<file path="src/pwr_seq_pkg.sv">
// Shared timing constants and types for the pushbutton power sequencer
package pwr_seq_pkg;

    // ==========================================================
    // Clock
    // ==========================================================
    localparam int unsigned CLK_HZ = 10_000_000;
    localparam int unsigned CLK_KHZ = CLK_HZ / 1000;

    // ==========================================================
    // Times in their own units, as printed
    // ==========================================================
    localparam int unsigned RELEASE_DEBOUNCE_TIME_MS = 32;
    localparam int unsigned IRQ_MIN_WIDTH_MS = 32;
    localparam int unsigned RESTART_LOCKOUT_TIME_MS = 1000;
    localparam int unsigned KILL_MIN_PULSE_US = 30;
    localparam int unsigned KILL_RESPONSE_US = 15;
    localparam int unsigned HOLD_EXTENSION_TICKS = 16;

    // ==========================================================
    // Derived cycle counts (least times round up)
    // ==========================================================
    localparam int unsigned RELEASE_DEBOUNCE_CYC =
        RELEASE_DEBOUNCE_TIME_MS * CLK_KHZ;
    localparam int unsigned IRQ_MIN_WIDTH_CYC = IRQ_MIN_WIDTH_MS * CLK_KHZ;
    localparam int unsigned RESTART_LOCKOUT_CYC =
        RESTART_LOCKOUT_TIME_MS * CLK_KHZ;
    // Power-off request filter; shorter than the least acted-on pulse
    localparam int unsigned KILL_FILTER_CYC =
        (KILL_RESPONSE_US * CLK_HZ + 999_999) / 1_000_000;

    // ==========================================================
    // Widths and reset values
    // ==========================================================
    localparam int unsigned TIMER_W = 24;
    localparam int unsigned HOLD_W = 5;
    localparam int unsigned KILL_W = 8;
    localparam int unsigned SYNC_W = 6;
    localparam logic IRQ_N_RESET = 1'b1;

    // Sequencer states
    typedef enum logic [2:0] {
        ST_LOCKOUT,
        ST_IDLE,
        ST_ON,
        ST_DEBOUNCE,
        ST_IRQ,
        ST_HOLD,
        ST_WAIT_REL
    } seq_state_t;

endpackage

</file>
<file path="src/pin_sync.sv">
// Two-stage synchroniser for asynchronous pin inputs
`timescale 1ns/10ps
`default_nettype none
module pin_sync #(
    parameter int unsigned W = 1
) (
    // Clock and reset
    input wire logic clk,
    input wire logic reset_n,
    // Pins and synchronised copies
    input wire logic [W-1:0] d,
    output logic [W-1:0] q
);

    logic [W-1:0] meta_r;

    // First stage feeds only the second stage
    always_ff @(posedge clk) begin
        if (!reset_n) begin
            meta_r <= '0;
            q <= '0;
        end else begin
            meta_r <= d;
            q <= meta_r;
        end
    end

endmodule
`default_nettype wire

</file>
<file path="src/pushbutton_power_sequencer.sv">
// Pushbutton and supply-monitor driven power enable sequencer
`timescale 1ns/10ps
`default_nettype none
module pushbutton_power_sequencer #(
    parameter logic ACTIVE_LOW = 1'b0,
    parameter logic [23:0] DEBOUNCE_CYC =
        24'(pwr_seq_pkg::RELEASE_DEBOUNCE_CYC),
    parameter logic [23:0] IRQ_WIDTH_CYC =
        24'(pwr_seq_pkg::IRQ_MIN_WIDTH_CYC),
    parameter logic [23:0] LOCKOUT_CYC =
        24'(pwr_seq_pkg::RESTART_LOCKOUT_CYC)
) (
    // Clock and reset
    input wire logic clk,
    input wire logic reset_n,
    // Pushbutton and supply monitor pins
    input wire logic pushButton_n,
    input wire logic supplyOn,
    input wire logic offArm,
    // Host power-off request, low active
    input wire logic powerOffReq_n,
    // Hold-extension oscillator and capacitor-fitted strap
    input wire logic holdDelayCap,
    input wire logic holdCapFitted,
    // Outputs
    output logic powerEnable,
    output logic irq_n
);

    // ==========================================================
    // State record
    // ==========================================================
    typedef struct packed {
        pwr_seq_pkg::seq_state_t state;
        logic [pwr_seq_pkg::TIMER_W-1:0] timer;
        logic [pwr_seq_pkg::HOLD_W-1:0] holdCnt;
        logic [pwr_seq_pkg::KILL_W-1:0] killCnt;
        logic byMonitor;
        logic srcButton;
        logic pbSeenHigh;
        logic onPrev;
        logic firstBoot;
        logic tickPrev;
        logic irqN;
        logic enPin;
    } seq_t;

    localparam seq_t SEQ_RESET = '{
        state: pwr_seq_pkg::ST_LOCKOUT,
        timer: '0,
        holdCnt: '0,
        killCnt: '0,
        byMonitor: 1'b0,
        srcButton: 1'b0,
        pbSeenHigh: 1'b0,
        onPrev: 1'b0,
        firstBoot: 1'b1,
        tickPrev: 1'b0,
        irqN: pwr_seq_pkg::IRQ_N_RESET,
        enPin: ACTIVE_LOW
    };

    localparam logic [pwr_seq_pkg::KILL_W-1:0] KILL_LAST =
        pwr_seq_pkg::KILL_W'(pwr_seq_pkg::KILL_FILTER_CYC - 1);
    localparam logic [pwr_seq_pkg::HOLD_W-1:0] HOLD_LAST =
        pwr_seq_pkg::HOLD_W'(pwr_seq_pkg::HOLD_EXTENSION_TICKS - 1);

    seq_t s_r;
    seq_t s_nxt;

    // ==========================================================
    // Pin synchronisation
    // ==========================================================
    logic [pwr_seq_pkg::SYNC_W-1:0] pinsIn;
    logic [pwr_seq_pkg::SYNC_W-1:0] pinsSync;
    logic pbLow;
    logic monHigh;
    logic armSync;
    logic killLow;
    logic oscSync;
    logic capSync;

    // Every pin is asynchronous to clk
    assign pinsIn = {holdCapFitted, holdDelayCap, powerOffReq_n, offArm,
                     supplyOn, pushButton_n};

    pin_sync #(
        .W(pwr_seq_pkg::SYNC_W)
    ) u_sync (
        .clk(clk),
        .reset_n(reset_n),
        .d(pinsIn),
        .q(pinsSync)
    );

    // Decoded synchronised levels
    assign pbLow = ~pinsSync[0];
    assign monHigh = pinsSync[1];
    assign armSync = pinsSync[2];
    assign killLow = ~pinsSync[3];
    assign oscSync = pinsSync[4];
    assign capSync = pinsSync[5];

    // ==========================================================
    // Derived events
    // ==========================================================
    logic killHit;
    logic holdTick;
    logic onRise;
    logic srcLow;
    logic isOn;

    // Request is acted on once it has stayed low the filter time
    assign killHit = killLow && (s_r.killCnt == KILL_LAST);
    // Extension oscillator edge, counted apart from the clock timer
    assign holdTick = oscSync & ~s_r.tickPrev;
    assign onRise = monHigh & ~s_r.onPrev;
    // Turn-off source still asserted
    assign srcLow = s_r.srcButton ? pbLow : ~monHigh;
    assign isOn = (s_r.state == pwr_seq_pkg::ST_ON) ||
                  (s_r.state == pwr_seq_pkg::ST_DEBOUNCE) ||
                  (s_r.state == pwr_seq_pkg::ST_IRQ) ||
                  (s_r.state == pwr_seq_pkg::ST_HOLD);

    // ==========================================================
    // Next-state logic
    // ==========================================================
    always_comb begin
        s_nxt = s_r;
        s_nxt.tickPrev = oscSync;
        // Rising edges of the monitor only count after the boot lockout
        if (!(s_r.state == pwr_seq_pkg::ST_LOCKOUT && s_r.firstBoot)) begin
            s_nxt.onPrev = monHigh;
        end
        // Low-time filter on the power-off request
        if (!killLow) begin
            s_nxt.killCnt = '0;
        end else if (s_r.killCnt != KILL_LAST) begin
            s_nxt.killCnt = s_r.killCnt + 1'b1;
        end
        if (isOn && killHit) begin
            // Host request ends power at once, from any on state
            s_nxt.state = pwr_seq_pkg::ST_WAIT_REL;
            s_nxt.enPin = ACTIVE_LOW;
            s_nxt.irqN = 1'b1;
            s_nxt.timer = '0;
        end else begin
            unique case (s_r.state)
                pwr_seq_pkg::ST_LOCKOUT: begin
                    // Inputs ignored for the lockout time
                    if (s_r.timer == LOCKOUT_CYC - 24'h000001) begin
                        s_nxt.state = pwr_seq_pkg::ST_IDLE;
                        s_nxt.firstBoot = 1'b0;
                        s_nxt.timer = '0;
                    end else begin
                        s_nxt.timer = s_r.timer + 1'b1;
                    end
                end
                pwr_seq_pkg::ST_IDLE: begin
                    // Button has priority over the monitor edge
                    if (pbLow) begin
                        s_nxt.state = pwr_seq_pkg::ST_ON;
                        s_nxt.enPin = ~ACTIVE_LOW;
                        s_nxt.byMonitor = 1'b0;
                        s_nxt.pbSeenHigh = 1'b0;
                    end else if (onRise) begin
                        s_nxt.state = pwr_seq_pkg::ST_ON;
                        s_nxt.enPin = ~ACTIVE_LOW;
                        s_nxt.byMonitor = 1'b1;
                        s_nxt.pbSeenHigh = 1'b1;
                    end
                end
                pwr_seq_pkg::ST_ON: begin
                    // The button must be seen released before a new press
                    if (!pbLow) begin
                        s_nxt.pbSeenHigh = 1'b1;
                    end
                    if (s_r.pbSeenHigh && pbLow) begin
                        s_nxt.state = pwr_seq_pkg::ST_DEBOUNCE;
                        s_nxt.timer = '0;
                    end else if (s_r.byMonitor && armSync && !monHigh) begin
                        // Monitor path raises the interrupt with no debounce
                        s_nxt.state = pwr_seq_pkg::ST_IRQ;
                        s_nxt.irqN = 1'b0;
                        s_nxt.srcButton = 1'b0;
                        s_nxt.timer = '0;
                    end
                end
                pwr_seq_pkg::ST_DEBOUNCE: begin
                    // Any release restarts the wait for a press
                    if (!pbLow) begin
                        s_nxt.state = pwr_seq_pkg::ST_ON;
                    end else if (s_r.timer == DEBOUNCE_CYC - 24'h000001) begin
                        s_nxt.state = pwr_seq_pkg::ST_IRQ;
                        s_nxt.irqN = 1'b0;
                        s_nxt.srcButton = 1'b1;
                        s_nxt.timer = '0;
                    end else begin
                        s_nxt.timer = s_r.timer + 1'b1;
                    end
                end
                pwr_seq_pkg::ST_IRQ: begin
                    // Interrupt holds low for its least width unless a host request ends power first
                    if (s_r.timer == IRQ_WIDTH_CYC - 24'h000001) begin
                        s_nxt.timer = '0;
                        if (!srcLow) begin
                            s_nxt.state = pwr_seq_pkg::ST_ON;
                            s_nxt.irqN = 1'b1;
                        end else if (capSync) begin
                            s_nxt.state = pwr_seq_pkg::ST_HOLD;
                            s_nxt.holdCnt = '0;
                        end else begin
                            // No extension: forced off right here
                            s_nxt.state = pwr_seq_pkg::ST_WAIT_REL;
                            s_nxt.enPin = ACTIVE_LOW;
                            s_nxt.irqN = 1'b1;
                        end
                    end else begin
                        s_nxt.timer = s_r.timer + 1'b1;
                    end
                end
                pwr_seq_pkg::ST_HOLD: begin
                    // Release during the extension aborts the turn-off
                    if (!srcLow) begin
                        s_nxt.state = pwr_seq_pkg::ST_ON;
                        s_nxt.irqN = 1'b1;
                    end else if (holdTick) begin
                        if (s_r.holdCnt == HOLD_LAST) begin
                            s_nxt.state = pwr_seq_pkg::ST_WAIT_REL;
                            s_nxt.enPin = ACTIVE_LOW;
                            s_nxt.irqN = 1'b1;
                        end else begin
                            s_nxt.holdCnt = s_r.holdCnt + 1'b1;
                        end
                    end
                end
                pwr_seq_pkg::ST_WAIT_REL: begin
                    // Lockout starts only once the button is up
                    if (!pbLow) begin
                        s_nxt.state = pwr_seq_pkg::ST_LOCKOUT;
                        s_nxt.timer = '0;
                    end
                end
                default: begin
                    s_nxt = SEQ_RESET;
                end
            endcase
        end
    end

    // ==========================================================
    // State register
    // ==========================================================
    always_ff @(posedge clk) begin
        if (!reset_n) begin
            s_r <= SEQ_RESET;
        end else begin
            s_r <= s_nxt;
        end
    end

    // Outputs straight from flip-flops
    assign powerEnable = s_r.enPin;
    assign irq_n = s_r.irqN;

endmodule
`default_nettype wire

</file>
<file path="config.mk">
export PLATFORM = sky130hd
export DESIGN_NAME = pushbutton_power_sequencer
export DESIGN_NICKNAME = d
export VERILOG_FILES = /design/src/pwr_seq_pkg.sv /design/src/pin_sync.sv /design/src/pushbutton_power_sequencer.sv
export SDC_FILE = /design/constraint.sdc
export NUM_CORES = 1
export LEC_CHECK = 0
export ABC_AREA = 1
export BUFFER_PORTS_ARGS = -buffer_cell sky130_fd_sc_hd__buf_2
export CAP_MARGIN = 30
export CORE_UTILIZATION = 45
export CTS_BUF_LIST = sky130_fd_sc_hd__clkbuf_4
export DETAILED_ROUTE_END_ITERATION = 8
export MAX_ROUTING_LAYER = met4
export PLACE_DENSITY_LB_ADDON = 0.15
export SYNTH_ARGS = -nofsm -noshare
export SYNTH_HDL_FRONTEND = slang
export SYNTH_SLANG_ARGS = --single-unit
</file>
<file path="constraint.sdc">
create_clock -name clk -period 5 [get_ports clk]
set_input_delay 0.5 -clock clk [delete_from_list [all_inputs] [get_ports clk]]
set_output_delay 0.5 -clock clk [all_outputs]
set_load 0.1 [all_outputs]
</file>
==> impl_metrics.json <==
{
  "status": "finished, final reports clean",
  "synthArstFlopShare_pct": 0,
  "synthesis.area_um2": 3390,
  "relSlewSlack_pct": 40.0,
  "io_buffers": 9,
  "dieArea_um2": 7890,
  "p_seq_share_pct": 40.7,
  "pwr-share-clk_pct": 23.1,
  "synth_top_cell_by_area": "dfxtp_1",
  "cts-root-buf": "clkbuf_4",
  "drt_iter0_markers": 99,
  "synthTopCellsByArea": "dfxtp_1 35%, nand2_1 12%, nor2_1 9.1%",
  "min_period_ps": 2630,
  "place_congestion": 1.01,
  "hold_path.class": "primary input to flip-flop",
  "viasPerCell": 4.97,
  "io_pins": 10,
  "wl_per_cell_um": 11.7,
  "critical_path_class": "flip-flop to flip-flop",
  "finalClockSkew_ps": 19.3,
  "drive_gt1_share_pct": 12.0,
  "postCtsSetupBuffers": 0,
  "whs_ps": 257,
  "dp.cells": 606,
  "nets": 534,
  "syn2layout_area_growth_pct": 7.41,
  "worst_setup_path_end_kind": "flip-flop",
  "grt_pass1_vias": 2894,
  "setup_tns_ps": 0,
  "holdBufCountCts": 0,
  "h-tree-depth": 3,
  "syn_avg_cell_area_um2": 6.74,
  "grtUsageTotal_pct": 21.6,
  "switching_share_pct": 43.3,
  "clkLatencyLatePin_ps": 420,
  "hpwl_um": 5560,
  "cts_buffer_depth": 2,
  "finalPower_w": 0.00140,
  "synth_nets": 520,
  "drc": 0,
  "coreArea_um2": 7250,
  "seqCellArea_um2": 1200,
  "antenna_left": 0,
  "synth_edf_count": 0,
  "num_rows": 31,
  "die_x_um": 88.9,
  "first_pass_iters": 4,
  "worst_slew_pin_slew_ps": 898,
  "synth_seq_cells": 60,
  "yosysUniqueCellTypes": 41,
  "grt_max_degree": 22,
  "power_density_nw_per_um2": 384,
  "diodes": 0,
  "max_cap_viol_count": 0,
  "final_cells": 622,
  "cp.arrival_ps": 2940,
  "clock.fmax_mhz": 380,
  "gr-total-overflow": 0,
  "yosys_warnings": 0,
  "wl_um": 7300,
  "seq_area_frac_synth_pct": 35.4,
  "finalCritPeriodShare_pct": 52.6,
  "fill_cells": 769,
  "initial_core_util_pct": 46.8,
  "drv_slew": 0,
  "vias": 3089,
  "clk_pin_slew_worst_paths_ps": 130,
  "multi_input_area_um2": 1840,
  "post_cts_resized": 0,
  "final_core_util_pct": 50.3,
  "internal-power_w": 0.000794,
  "numClockSinks": 60,
  "start_kind": "flip-flop",
  "synth_top_cell_area_share_pct": 35.4,
  "hold_viol": 0,
  "antenna_found_initial": 0,
  "synthesis.instances": 504,
  "share_comb_of_total_power_pct": 36.1,
  "cts_tree": "done",
  "power_switching_w": 0.000607,
  "rsz0062_at_grt": "no",
  "synth_ff_type": "dfxtp_1",
  "p_leak_nw": 1.58,
  "irDropWorstVdd_mv": 0.203,
  "cp_max_fo": 21,
  "worstPathRequired_ps": 5310,
  "die_y_um": 88.9,
  "setup_viol": 0,
  "grt_pass1_wl_um": 12700,
  "cts_made_buffers": 9
}
[final timing paths]
kind / from / end / slack, ps / cells past startpoint
setup / recovery: s_r[46] / s_r[36] / 2370 / 10
hold / removal: holdCapFitted / u_sync.meta_r[5] / 260 / 3
setup reg to reg: s_r[46] / s_r[36] / 2370 / 10
hold reg to reg: u_sync.meta_r[2] / u_sync.q[2] / 430 / 2
[cell usage in the layout (no fill, tap or decap), types with 9 or more instances in the layout]
cell type and count:
o21ai_0 12, clkbuf_4 9, inv_1 73, nor2_1 82, nand3_1 34, nor3_1 16, buf_2 9, dfxtp_1 60
xor2_1 9, nand4_1 12, a21oi_1 21, nand2_1 111
[sequential cells by signal, indices dropped and copies added (netlist names)]
| register | flops |
|---|---|
| u_sync.meta_r | 6 |
| irq_n | 1 |
| powerEnable | 1 |
| s_r | 46 |
| u_sync.q | 6 |
[per-layer routing]
metal  share of wire, %  track usage (%)  wire length, um
met2                 45             34.0             3310
met1                 48             25.8             3540
met5                  0                -                0
met4                2.8             10.1              202
met3                3.4             5.60              248
[synthesized netlist by cell type, types with 3 or more instances]
cell      instances
a21oi_1          21
dfxtp_1          60
ha_1              8
inv_1            73
inv_2             8
nand2_1         111
nand2_2           5
nand3_1          34
nand3_2           3
nand3b_1          4
nand4_1          12
nor2_1           82
nor3_1           16
nor3_2            8
nor3b_1           3
o21ai_0          12
xor2_1            9
[metrics by stage]
step                cell area, um^2  setup slack, ps
floorplan                      3390             3220
global placement               3520             2510
finish                         3650             2370
global route                   3650             2120
detailed placement             3520             2420
CTS                            3650             2400
[cells by family (layout without fill, tap and decap cells)]
| logic type | after synthesis | count (layout) | synth area share (%) |
|---|---|---|---|
| adder cells (fa/ha/maj) | 8 | 8 | 2.95 |
| buffers and inverters | 87 | 106 | 10.3 |
| AO/OA/AOI/OAI | 45 | 45 | 7.52 |
| flip-flops | 60 | 60 | 35.4 |
| XOR/XNOR | 11 | 11 | 2.84 |
| AND/OR/NAND/NOR | 293 | 293 | 41.0 |
[critical path, cell delays in order, from the launching register on]
cell,delay (ps)
dfxtp_1,560
inv_2,140
ha_1,380
inv_1,90
nand3_1,100
nand2_1,160
inv_1,90
nand2_1,670
inv_1,170
nand2_1,110
nor2_1,40
[area by class of cell]
class,instances,share of cell area (%)
clock inverters,7,1.65
repair buffers,9,1.24
clock buffers,9,1.85
flip-flops and latches,60,32.9
inverters,81,8.34
multi-input cells,357,50.6
well taps,99,3.40
[power by group through the flow]
stage	Sequential (W)	Clock, W	Combinational [W]
2_1_floorplan	0.000599	0	0.000405
3_3_place_gp	0.000578	0	0.000509
3_5_place_dp	0.000581	0	0.000505
4_1_cts	0.000570	0.000338	0.000506
5_1_grt	0.000579	0.000359	0.000574
6_report	0.000571	0.000324	0.000506
Note: power is estimated with default switching activity, not from simulation.
